**src/core/pdm_pkg.sv**
```systemverilog
// Shared constants and types for the program/data space mapper.
// Assumes a single 100 MHz core clock and an APB master with 32-bit data.
package pdm_pkg;
   localparam int PDM_ADDR_W = 8;
   localparam logic [7:0] PDM_OFF_CTRL = 8'h00;
   localparam logic [7:0] PDM_OFF_WPAGE = 8'h04;
   localparam logic [7:0] PDM_OFF_TPAGE = 8'h08;
   localparam logic [7:0] PDM_OFF_YBASE = 8'h0C;
   localparam logic [7:0] PDM_OFF_YEND = 8'h10;
   localparam logic [7:0] PDM_OFF_RAMEND = 8'h14;
   localparam logic [7:0] PDM_OFF_STATUS = 8'h18;
   localparam logic [7:0] PDM_OFF_WINCNT = 8'h1C;
   localparam int PDM_CTRL_WIN_BIT = 0;
   localparam logic [15:0] PDM_YBASE_RST = 16'h0800;
   localparam logic [15:0] PDM_YEND_RST = 16'h0FFF;
   localparam logic [15:0] PDM_RAMEND_RST = 16'h1FFF;
   localparam logic [22:0] PDM_PC_STEP = 23'h000002;
   localparam logic [1:0] PDM_COST_NONE = 2'h0;
   localparam logic [1:0] PDM_COST_ONE = 2'h1;
   localparam logic [1:0] PDM_COST_TWO = 2'h2;
   localparam int PDM_WIN_LOW_W = 15;
   typedef enum logic [2:0] {
      PDM_K_DATA_RD, PDM_K_DATA_WR, PDM_K_TBL_RD_LO, PDM_K_TBL_RD_HI, PDM_K_TBL_WR_LO, PDM_K_TBL_WR_HI
   } pdm_kind_t;
   typedef enum logic [2:0] {
      PDM_P_OTHER, PDM_P_X_POINTER_A, PDM_P_X_POINTER_B, PDM_P_Y_POINTER_A, PDM_P_Y_POINTER_B
   } pdm_ptr_t;
   typedef enum {
      PDM_SRC_NONE, PDM_SRC_ZERO, PDM_SRC_XRAM, PDM_SRC_WIN, PDM_SRC_TBL_LO, PDM_SRC_TBL_HI
   } pdm_src_t;
endpackage : pdm_pkg

```
**src/core/pdm_mapper.sv**
```systemverilog
// Program/data space mapper: table reads, program window, X/Y steering, APB registers.
// Assumes memories whose read data follows their registered address in the same cycle.
`timescale 1ns/1ps
module pdm_mapper
   import pdm_pkg::*;
#(
   parameter logic [15:0] YBASE_RESET = PDM_YBASE_RST,
   parameter logic [15:0] YEND_RESET = PDM_YEND_RST,
   parameter logic [15:0] RAMEND_RESET = PDM_RAMEND_RST
) (
   input wire logic clk,
   input wire logic nrst,
   input wire logic psel,
   input wire logic penable,
   input wire logic pwrite,
   input wire logic [PDM_ADDR_W-1:0] paddr,
   input wire logic [31:0] pwdata,
   output logic [31:0] prdata,
   output logic pready,
   output logic pslverr,
   input wire logic pc_step,
   input wire logic pc_load,
   input wire logic [22:0] pc_load_value,
   output logic [22:0] pc,
   input wire logic req_valid,
   input wire pdm_kind_t req_kind,
   input wire pdm_ptr_t req_ptr,
   input wire logic [15:0] req_ea,
   input wire logic req_byte,
   input wire logic req_mac,
   input wire logic req_move,
   input wire logic req_bitrev,
   input wire logic req_modulo,
   input wire logic [15:0] req_wdata,
   input wire logic table_busy,
   input wire logic rep_active,
   input wire logic rep_first,
   input wire logic rep_last,
   input wire logic rep_irq_exit,
   input wire logic rep_irq_reentry,
   output logic [23:0] pm_addr,
   output logic pm_rd,
   input wire logic [23:0] pm_rdata,
   output logic [15:0] x_addr,
   output logic x_rd,
   output logic x_wr,
   output logic x_byte,
   output logic [15:0] x_wdata,
   input wire logic [15:0] x_rdata,
   output logic [15:0] y_addr,
   output logic y_rd,
   input wire logic [15:0] y_rdata,
   output logic bitrev_en,
   output logic modulo_en,
   output logic [1:0] extra_cycles,
   output logic [15:0] rd_data,
   output logic [15:0] y_rd_data,
   output logic rd_valid
);

   logic [22:0] pc_r;
   logic core_control_register_r;
   logic [7:0] program_window_page_r;
   logic [7:0] table_page_r;
   logic [15:0] y_base_r;
   logic [15:0] y_end_r;
   logic [15:0] ram_end_r;
   logic [15:0] window_count_r;
   logic [31:0] prdata_r;
   logic pready_r;
   logic pslverr_r;
   logic [31:0] rdmux;
   logic rd_hit;
   logic apb_wr;

   logic table_op;
   logic is_read;
   logic is_write;
   logic win_hit;
   logic in_y;
   logic y_fetch;
   logic wrong_space;
   logic unimpl;
   logic [1:0] cost;
   pdm_src_t src_nxt;

   pdm_src_t src_r;
   pdm_src_t ysrc_r;
   logic sel_r;
   logic byte_r;
   logic [23:0] pm_addr_r;
   logic pm_rd_r;
   logic [15:0] x_addr_r;
   logic x_rd_r;
   logic x_wr_r;
   logic x_byte_r;
   logic [15:0] x_wdata_r;
   logic [15:0] y_addr_r;
   logic y_rd_r;
   logic bitrev_en_r;
   logic modulo_en_r;
   logic [1:0] extra_cycles_r;
   logic [15:0] rd_data_r;
   logic [15:0] y_rd_data_r;
   logic rd_valid_r;
   logic last_win_r;
   logic last_zero_r;

   // In byte mode, places the addressed byte in the low lane with the upper lane zero; a word passes unchanged.
   function automatic logic [15:0] pick_byte(input logic [15:0] w, input logic sel, input logic bmode);
      logic [15:0] r;
      r = w;
      if (bmode) begin
         r = sel ? {8'h00, w[15:8]} : {8'h00, w[7:0]};
      end
      return r;
   endfunction : pick_byte

   // ---------------- Program counter ----------------
   always_ff @(posedge clk) begin
      if (!nrst) begin
         pc_r <= 23'h000000;
      end else if (pc_load) begin
         pc_r <= {pc_load_value[22:1], 1'b0};
      end else if (pc_step) begin
         pc_r <= pc_r + PDM_PC_STEP;
      end
   end

   // ---------------- APB slave ----------------
   // The answer is prepared in the setup cycle, so every access phase ends after one cycle.
   always_comb begin
      rdmux = 32'h00000000;
      rd_hit = 1'b1;
      case (paddr)
         PDM_OFF_CTRL: rdmux[PDM_CTRL_WIN_BIT] = core_control_register_r;
         PDM_OFF_WPAGE: rdmux[7:0] = program_window_page_r;
         PDM_OFF_TPAGE: rdmux[7:0] = table_page_r;
         PDM_OFF_YBASE: rdmux[15:0] = y_base_r;
         PDM_OFF_YEND: rdmux[15:0] = y_end_r;
         PDM_OFF_RAMEND: rdmux[15:0] = ram_end_r;
         PDM_OFF_STATUS: rdmux[3:0] = {last_zero_r, last_win_r, extra_cycles_r};
         PDM_OFF_WINCNT: rdmux[15:0] = window_count_r;
         default: rd_hit = 1'b0;
      endcase
   end

   assign apb_wr = psel && penable && pready_r && pwrite && rd_hit;

   always_ff @(posedge clk) begin
      if (!nrst) begin
         pready_r <= 1'b0;
         pslverr_r <= 1'b0;
         prdata_r <= 32'h00000000;
      end else begin
         pready_r <= psel && !penable;
         pslverr_r <= psel && !penable && !rd_hit;
         prdata_r <= (psel && !penable && !pwrite) ? rdmux : 32'h00000000;
      end
   end

   always_ff @(posedge clk) begin
      if (!nrst) begin
         core_control_register_r <= 1'b0;
         program_window_page_r <= 8'h00;
         table_page_r <= 8'h00;
         y_base_r <= YBASE_RESET;
         y_end_r <= YEND_RESET;
         ram_end_r <= RAMEND_RESET;
      end else if (apb_wr) begin
         case (paddr)
            PDM_OFF_CTRL: core_control_register_r <= pwdata[PDM_CTRL_WIN_BIT];
            PDM_OFF_WPAGE: program_window_page_r <= pwdata[7:0];
            PDM_OFF_TPAGE: table_page_r <= pwdata[7:0];
            PDM_OFF_YBASE: y_base_r <= pwdata[15:0];
            PDM_OFF_YEND: y_end_r <= pwdata[15:0];
            PDM_OFF_RAMEND: ram_end_r <= pwdata[15:0];
            default: ;
         endcase
      end
   end

   // ---------------- Request decode ----------------
   always_comb begin
      table_op = (req_kind != PDM_K_DATA_RD) && (req_kind != PDM_K_DATA_WR);
      is_read = req_valid && (req_kind == PDM_K_DATA_RD);
      is_write = req_valid && (req_kind == PDM_K_DATA_WR);
      // Table traffic, in flight or starting now, hides the window.
      win_hit = req_ea[15] && core_control_register_r && !table_op && !table_busy;
      in_y = (req_ea >= y_base_r) && (req_ea <= y_end_r);
      y_fetch = req_mac && ((req_ptr == PDM_P_Y_POINTER_A) || (req_ptr == PDM_P_Y_POINTER_B));
      // X pointers must not reach Y, Y pointers must stay in Y; others see one linear space.
      wrong_space = req_mac && (((req_ptr == PDM_P_X_POINTER_A || req_ptr == PDM_P_X_POINTER_B) && in_y)
                    || (y_fetch && (!in_y || win_hit)));
      unimpl = !win_hit && (req_ea > ram_end_r);
      if (!win_hit) begin
         cost = PDM_COST_NONE;
      end else if (rep_active) begin
         cost = (rep_first || rep_last || rep_irq_exit || rep_irq_reentry) ? PDM_COST_TWO : PDM_COST_NONE;
      end else begin
         cost = ((req_mac && req_kind == PDM_K_DATA_RD) || req_move) ? PDM_COST_ONE : PDM_COST_TWO;
      end
      src_nxt = PDM_SRC_NONE;
      if (req_valid) begin
         case (req_kind)
            PDM_K_TBL_RD_LO: src_nxt = PDM_SRC_TBL_LO;
            PDM_K_TBL_RD_HI: src_nxt = PDM_SRC_TBL_HI;
            PDM_K_DATA_RD: begin
               if (wrong_space || unimpl) begin
                  src_nxt = PDM_SRC_ZERO;
               end else if (win_hit) begin
                  src_nxt = PDM_SRC_WIN;
               end else begin
                  src_nxt = PDM_SRC_XRAM;
               end
            end
            default: src_nxt = PDM_SRC_NONE;
         endcase
      end
   end

   // ---------------- Stage 1: address issue ----------------
   always_ff @(posedge clk) begin
      if (!nrst) begin
         src_r <= PDM_SRC_NONE;
         ysrc_r <= PDM_SRC_NONE;
         sel_r <= 1'b0;
         byte_r <= 1'b0;
         pm_addr_r <= 24'h000000;
         pm_rd_r <= 1'b0;
      end else begin
         src_r <= y_fetch ? PDM_SRC_NONE : src_nxt;
         ysrc_r <= (is_read && y_fetch) ? (wrong_space || unimpl ? PDM_SRC_ZERO : PDM_SRC_XRAM) : PDM_SRC_NONE;
         sel_r <= req_ea[0];
         byte_r <= req_byte && !req_mac;
         pm_rd_r <= req_valid && !y_fetch && (src_nxt == PDM_SRC_WIN || src_nxt == PDM_SRC_TBL_LO
                    || src_nxt == PDM_SRC_TBL_HI);
         if (req_valid && table_op) begin
            pm_addr_r <= {table_page_r, req_ea};
         end else begin
            pm_addr_r <= {1'b0, program_window_page_r, req_ea[PDM_WIN_LOW_W-1:0]};
         end
      end
   end

   always_ff @(posedge clk) begin
      if (!nrst) begin
         x_addr_r <= 16'h0000;
         x_rd_r <= 1'b0;
         x_wr_r <= 1'b0;
         x_byte_r <= 1'b0;
         x_wdata_r <= 16'h0000;
         y_addr_r <= 16'h0000;
         y_rd_r <= 1'b0;
      end else begin
         x_addr_r <= req_ea;
         x_rd_r <= is_read && !y_fetch && (src_nxt == PDM_SRC_XRAM);
         // Writes, write-back included, reach any implemented address outside the window over X only; window writes are dropped.
         x_wr_r <= is_write && !win_hit && !unimpl;
         x_byte_r <= req_byte;
         x_wdata_r <= req_wdata;
         y_addr_r <= req_ea;
         y_rd_r <= is_read && y_fetch && !wrong_space && !unimpl;
      end
   end

   always_ff @(posedge clk) begin
      if (!nrst) begin
         bitrev_en_r <= 1'b0;
         modulo_en_r <= 1'b0;
      end else begin
         bitrev_en_r <= req_bitrev && is_write && !win_hit && !unimpl;
         modulo_en_r <= req_modulo && (is_read || is_write) && !unimpl;
      end
   end

   always_ff @(posedge clk) begin
      if (!nrst) begin
         extra_cycles_r <= PDM_COST_NONE;
         last_win_r <= 1'b0;
         last_zero_r <= 1'b0;
         window_count_r <= 16'h0000;
      end else if (req_valid) begin
         extra_cycles_r <= (is_read || is_write) ? cost : PDM_COST_NONE;
         last_win_r <= (is_read || is_write) && win_hit;
         last_zero_r <= (src_nxt == PDM_SRC_ZERO);
         if ((is_read || is_write) && win_hit) begin
            window_count_r <= window_count_r + 16'h0001;
         end
      end
   end

   // ---------------- Stage 2: return data ----------------
   always_ff @(posedge clk) begin
      if (!nrst) begin
         rd_data_r <= 16'h0000;
         y_rd_data_r <= 16'h0000;
         rd_valid_r <= 1'b0;
      end else begin
         rd_valid_r <= (src_r != PDM_SRC_NONE) || (ysrc_r != PDM_SRC_NONE);
         y_rd_data_r <= (ysrc_r == PDM_SRC_XRAM) ? y_rdata : 16'h0000;
         case (src_r)
            PDM_SRC_XRAM: rd_data_r <= pick_byte(x_rdata, sel_r, byte_r);
            PDM_SRC_WIN: rd_data_r <= pick_byte(pm_rdata[15:0], sel_r, byte_r);
            PDM_SRC_TBL_LO: rd_data_r <= pick_byte(pm_rdata[15:0], sel_r, byte_r);
            PDM_SRC_TBL_HI: begin
               if (byte_r && sel_r) begin
                  rd_data_r <= 16'h0000;
               end else begin
                  rd_data_r <= {8'h00, pm_rdata[23:16]};
               end
            end
            PDM_SRC_ZERO: rd_data_r <= 16'h0000;
            default: rd_data_r <= 16'h0000;
         endcase
      end
   end

   assign prdata = prdata_r;
   assign pready = pready_r;
   assign pslverr = pslverr_r;
   assign pc = pc_r;
   assign pm_addr = pm_addr_r;
   assign pm_rd = pm_rd_r;
   assign x_addr = x_addr_r;
   assign x_rd = x_rd_r;
   assign x_wr = x_wr_r;
   assign x_byte = x_byte_r;
   assign x_wdata = x_wdata_r;
   assign y_addr = y_addr_r;
   assign y_rd = y_rd_r;
   assign bitrev_en = bitrev_en_r;
   assign modulo_en = modulo_en_r;
   assign extra_cycles = extra_cycles_r;
   assign rd_data = rd_data_r;
   assign y_rd_data = y_rd_data_r;
   assign rd_valid = rd_valid_r;
endmodule : pdm_mapper

```
**config.mk**
```make
export PLATFORM = sky130hd
export DESIGN_NAME = pdm_mapper
export DESIGN_NICKNAME = d
export VERILOG_FILES = /design/src/core/pdm_pkg.sv /design/src/core/pdm_mapper.sv
export SDC_FILE = /design/constraint.sdc
export NUM_CORES = 1
export LEC_CHECK = 0
export BUFFER_PORTS_ARGS = -buffer_cell sky130_fd_sc_hd__clkbuf_2
export CAP_MARGIN = 20
export CORE_MARGIN = 2
export CORE_UTILIZATION = 51
export CTS_CLUSTER_SIZE = 10
export DETAILED_ROUTE_END_ITERATION = 10
export HOLD_SLACK_MARGIN = 0.12
export PLACE_DENSITY = 0.81
export SYNTH_ARGS = -nofsm -noshare
export SYNTH_HDL_FRONTEND = slang
export SYNTH_SLANG_ARGS = --single-unit
```
**constraint.sdc**
```tcl
create_clock -name clk -period 2.6 [get_ports clk]
set_input_delay 0.13 -clock clk [delete_from_list [all_inputs] [get_ports clk]]
set_output_delay 0.13 -clock clk [all_outputs]
set_load 0.02 [all_outputs]
```
==> results of run 1 <==
cell type report:
cell class / count / share of cell area
multi-input combinational: 770 / 0.369
sequential: 212 / 0.312
timing repair buffer: 472 / 0.230
clock buffer: 32 / 0.0487
tap: 265 / 0.0244
inverter: 56 / 0.0155
clock inverter: 1 / 0.000645
antenna: 1 / 0.000184
flip-flops by register name (all words and copies together) (netlist names), 3 cells and up:
name	cells
table_page_r	8
y_end_r	16
ram_end_r	16
prdata	16
y_rd_data	16
src_r	3
x_wdata	16
program_window_page_r	8
y_base_r	16
pc	22
window_count_r	16
pm_addr	24
rd_data	16
layer usage:
layer	GRT usage	part of all wire	up-vias	wire (microns)
met2	0.563	0.49	646	17000
met5	0	0	-	0
met4	0.169	0.051	0	1760
met3	0.0830	0.098	158	3380
met1	0.366	0.36	4768	12400
li1	-	-	4645	-
worst min path at each step:
stage                         to  startpoint  slack [ns]
floorplan                 byte_r     req_mac        0.20
global placement    y_rd_data[2]  y_rdata[2]        0.33
detailed placement  y_rd_data[7]  y_rdata[7]        0.33
CTS                    ysrc_r[1]  req_ptr[2]        0.12
global route           prdata[7]     penable        0.18
finish                 ysrc_r[1]  req_ptr[2]        0.15
what timing repair did:
action | CTS | global route
hold endpoints to repair | 175 | 0
buffers inserted | 0 | 1
setup endpoints to repair | 0 | 7
hold buffers | 137 | 0
gates resized for setup | 0 | 7
logic make-up after synthesis:
logic type,share of synthesized area
AO/OA/AOI/OAI,0.168
XOR/XNOR,0.0307
adder cells (fa/ha/maj),0.0627
buffers and inverters,0.0820
flip-flops,0.425
multiplexers,0.0295
other,0.000376
AND/OR/NAND/NOR,0.202
Yosys cell counts, types with 4 or more instances:
cell type / count
a22oi_1: 40
o21ai_0: 41
and2_1: 75
o211ai_2: 7
a21boi_0: 37
a31oi_1: 6
buf_1: 4
and4_1: 6
and3_1: 4
dfxtp_1: 212
mux2i_1: 26
nor2b_1: 13
clkbuf_1: 34
inv_1: 56
or3_1: 6
nor3_1: 8
o211ai_1: 20
nand2_1: 147
buf_4: 50
buf_2: 9
ha_1: 50
nor3b_1: 4
o22ai_1: 8
a21boi_1: 9
nand4_1: 16
xor2_1: 15
nand3_1: 36
xnor2_1: 20
a21oi_1: 53
buf_6: 4
nor2_1: 44
metrics by stage:
| stage | utilization | TNS (ns) | total power [mW] | cells | setup slack [ns] |
|---|---|---|---|---|---|
| 2_1_floorplan | - | 0 | 3.82 | 1139 | 0.268 |
| 3_3_place_gp | 0.595 | 0 | 4.06 | 1637 | 0.0977 |
| 3_5_place_dp | 0.595 | 0 | 4.07 | 1637 | 0.0199 |
| 4_1_cts | 0.700 | 0 | 7.23 | 1807 | 0.0192 |
| 5_1_grt | 0.703 | -0.0253 | 7.48 | 1809 | -0.0251 |
| 6_report | 0.703 | 0 | 7.26 | 1809 | 0.0712 |
cells in the final DEF (no fill, tap or decap), types with 4 or more instances in the layout:
| cell type | instances |
|---|---|
| clkbuf_2 | 311 |
| o22ai_1 | 8 |
| a21boi_0 | 37 |
| mux2i_1 | 26 |
| dfxtp_1 | 211 |
| dlygate4sd3_1 | 137 |
| buf_4 | 23 |
| clkbuf_1 | 6 |
| a21boi_1 | 9 |
| conb_1 | 17 |
| a31oi_1 | 5 |
| or3_1 | 6 |
| o211ai_2 | 7 |
| nand2_1 | 146 |
| xnor2_1 | 20 |
| nand3_1 | 36 |
| a21oi_1 | 53 |
| o21ai_0 | 41 |
| nor2_1 | 44 |
| a22oi_1 | 40 |
| xor2_1 | 15 |
| and2_1 | 75 |
| ha_1 | 49 |
| nor2b_1 | 13 |
| nor3b_1 | 4 |
| and4_1 | 6 |
| nor3_1 | 8 |
| and3_1 | 4 |
| clkbuf_16 | 25 |
| o211ai_1 | 20 |
| inv_1 | 56 |
| nand4_1 | 16 |
critical path, cell delays in order, from the launching register on:
cell	delay, ns
dfxtp_1	0.36
inv_1	0.05
ha_1	0.28
nand4_1	0.16
or4_4	0.57
a21oi_1	0.18
o31ai_2	0.10
and2_1	0.16
a211o_1	0.34
a32o_1	0.21
where the power goes:
part / switching, mW / leakage (nW) / internal, mW / total [mW]
Clock: 1.30 / 0.327 / 1.75 / 3.05
Sequential: 0.0492 / 1.72 / 3.31 / 3.36
Combinational: 0.466 / 3.92 / 0.387 / 0.854
==> impl_metrics.tcl, run 1 <==
set metrics [dict create \
    netlist_area_sq_um 9980 \
    viasPerCell 5.65 \
    cp.arrival_ns 2.94 \
    cts_buffers 25 \
    startpoint "y_end_r[13]" \
    dieArea_sq_um 20700 \
    regArea_sq_um 4250 \
    synth_area_leaders "dfxtp_1, ha_1, nand2_1" \
    wl_mm 34.5 \
    p_leak_nw 5.97 \
    slew_headroom 0.324 \
    critical_path_class "flop to flop" \
    synth-seq-cells 212 \
    yosysTopAreaCellShare 0.425 \
    worst-endpoint-required_ns 3.01 \
    syn_inst 1123 \
    track_usage 0.324 \
    hp-class "input pin to flop" \
    gp_congestion 0.911 \
    antenna_left 0 \
    io_pins 347 \
    drt-pass1-iter-count 5 \
    hold_viol_final 0 \
    start_util 0.516 \
    die_x_microns 144 \
    coreArea_sq_um 19300 \
    clk_path_buf_depth 3 \
    syn2layout_area_growth_pct 36.2 \
    holdWs_ns 0.155 \
    r2r_end "last_zero_r" \
    nets 1763 \
    setup_viol 0 \
    grt_overflow_total 0 \
    fillCellCount 1459 \
    finalCriticalPeriod_ns 2.53 \
    status "finished clean" \
    slew_viol_final 0 \
    placementRows 51 \
    tightest_slew_ns 1.01 \
    crit_path_end "last_zero_r" \
    async_flop_share 0 \
    cp-start-kind "flop" \
    yosys_warnings 0 \
    vias 10200 \
    cts.sinks 212 \
    path_clk_slew_ns 0.06 \
    cts_root_buf "clkbuf_16" \
    grt_max_degree 113 \
    finalInstanceArea_sq_um 13600 \
    drc 0 \
    multiInputGateArea_sq_um 5010 \
    r2r-start "y_end_r[13]" \
    drv_cap 0 \
    die_h_microns 144 \
    h-tree-depth 1 \
    cts_tree "done" \
    synth_cell_type_count 67 \
    reg2reg_slack_ns 0.07 \
    rr_worst_depth 9 \
    ir_drop_v 0.000481 \
    synth_top_flop_cell "dfxtp_1" \
    placed_cell_area_sq_um 11500 \
    cellPowerDensity_nw_per_um2 534 \
    end_kind "flop" \
    clock_latency_ns 0.53 \
    drt_iter0_drc 722 \
    seq_area_frac_synth 0.425 \
    clock_skew_ns 0.0157 \
    max_freq_mhz 395 \
    hold_depth 4 \
    first_global_vias 10100 \
    yosysTopAreaCell "dfxtp_1" \
    hpwl_mm 21.1 \
    syn_avg_cell_area_sq_um 8.88 \
    portBuffers 312 \
    wl_per_cell_microns 19.0 \
    drive_gt1_frac 0.254 \
    grt_pass1_wl_mm 53.0 \
    crit_fanout 4 \
    synth-edff-count 0 \
    finalCritPeriodShare 0.973 \
    antenna_found_initial 1 \
]
(Power assumes the default switching activity.)
==> run 2: changes to the inputs <==
CORE_UTILIZATION = 48   (was 51)
PLACE_DENSITY = 0.77   (was 0.81)
==> impl_metrics.tcl, run 2 (synthesized netlist as in run 1, its figures left out) <==
set metrics [dict create \
    cp.arrival_ns 2.95 \
    critical_path_class "flop to flop" \
    slew_headroom 0.266 \
    grt_overflow_total 0 \
    crit_fanout 7 \
    io_pins 347 \
    hpwl_mm 22.5 \
    die_h_microns 148 \
    antenna_left 0 \
    placed_cell_area_sq_um 11500 \
    clock_latency_ns 0.54 \
    start_util 0.491 \
    ir_drop_v 0.000432 \
    grt_pass1_wl_mm 54.7 \
    antenna_found_initial 5 \
    wl_per_cell_microns 19.8 \
    cp-start-kind "flop" \
    portBuffers 312 \
    cellPowerDensity_nw_per_um2 531 \
    cts_buffers 25 \
    drive_gt1_frac 0.251 \
    instances_no_fill 1839 \
    slew_viol_final 0 \
    cts_setup_buffers 0 \
    tightest_slew_ns 1.10 \
    hold_viol_final 0 \
    drt-pass1-iter-count 5 \
    holdWs_ns 0.139 \
    track_usage 0.314 \
    gp_congestion 0.896 \
    grt_max_degree 111 \
    final_util 0.681 \
    cts_tree "done" \
    largest_register_ffs 24 \
    clock_skew_ns 0.0255 \
    die_x_microns 148 \
    worst-endpoint-required_ns 3.05 \
    status "finished clean" \
    coreArea_sq_um 20300 \
    max_freq_mhz 400 \
    syn2layout_area_growth_pct 38.6 \
    wl_mm 36.3 \
    nets 1785 \
    path_clk_slew_ns 0.06 \
    vias 10200 \
    finalInstanceArea_sq_um 13800 \
    layout_common_cells "clkbuf_2, dfxtp_1, dlygate4sd3_1" \
    finalCriticalPeriod_ns 2.50 \
    cts.sinks 212 \
    end_kind "flop" \
    clk_path_buf_depth 3 \
    first_global_vias 10000 \
    cts_root_buf "clkbuf_16" \
    p_leak_nw 6.10 \
    drt_iter0_drc 827 \
    h-tree-depth 1 \
    dieArea_sq_um 22000 \
    setup_viol 0 \
    viasPerCell 5.55 \
    dpl.cell_count 1644 \
    hp-class "input pin to flop" \
    drv_cap 0 \
    finalCritPeriodShare 0.962 \
    final_common_cell "clkbuf_2" \
    drc 0 \
    placementRows 52 \
    p_total_mw 7.34 \
]
run 2: worst paths after layout:
kind / from / end / slack (ns) / cells after the start
worst max register to register: src_r[2] / rd_data[5] / 0.1 / 7
worst min-delay path: pm_rdata[2] / rd_data[2] / 0.14 / 5
worst max-delay path: src_r[2] / rd_data[5] / 0.1 / 7
worst min register to register: table_page_r[7] / pm_addr[23] / 0.47 / 2
run 2: area by class of cell:
cell class / instances / area (sq um)
Inverter: 56 / 210
Sequential cell: 212 / 4250
Timing Repair Buffer: 494 / 3340
Antenna cell: 4 / 10.0
Tap cell: 270 / 338
Fill cell: 1555 / 6470
Clock inverter: 1 / 20.0
Multi-Input combinational cell: 770 / 5010
Clock buffer: 32 / 662
run 2: repair_timing:
action,in CTS,in global routing
setup endpoints to repair,1,9
hold buffers,158,0
gates resized for setup,1,7
pin swaps,1,5
cloned,0,0
endpoints found under the hold margin,176,0
run 2: where the power goes:
group	switching [mW]	total [mW]	internal, mW
Sequential	0.0489	3.35	3.31
Clock	1.33	3.09	1.76
Combinational	0.482	0.890	0.408
Total	1.86	7.34	5.48
run 2: metrics by stage:
stage	setup slack, ns	setup TNS, ns
detailed placement	-0.0247	-0.0247
finish	0.0996	0
CTS	0.0133	0
floorplan	0.268	0
global placement	0.0537	0
global route	-0.00332	-0.00448
run 2: critical path, cell delays in order (launching register included):
cell	delay (ns)
dfxtp_1	0.51
inv_1	0.17
or3_1	0.41
o21a_1	0.27
o22ai_1	0.20
a21oi_1	0.07
dlygate4sd3_1	0.59
nor2_1	0.17
run 2: layer usage:
layer / track usage / up-vias / wire (microns)
met1: 0.365 / 4795 / 13600
met3: 0.0758 / 144 / 3240
met4: 0.162 / 2 / 1910
li1: - / 4682 / -
met2: 0.540 / 591 / 17500
met5: 0 / - / 13
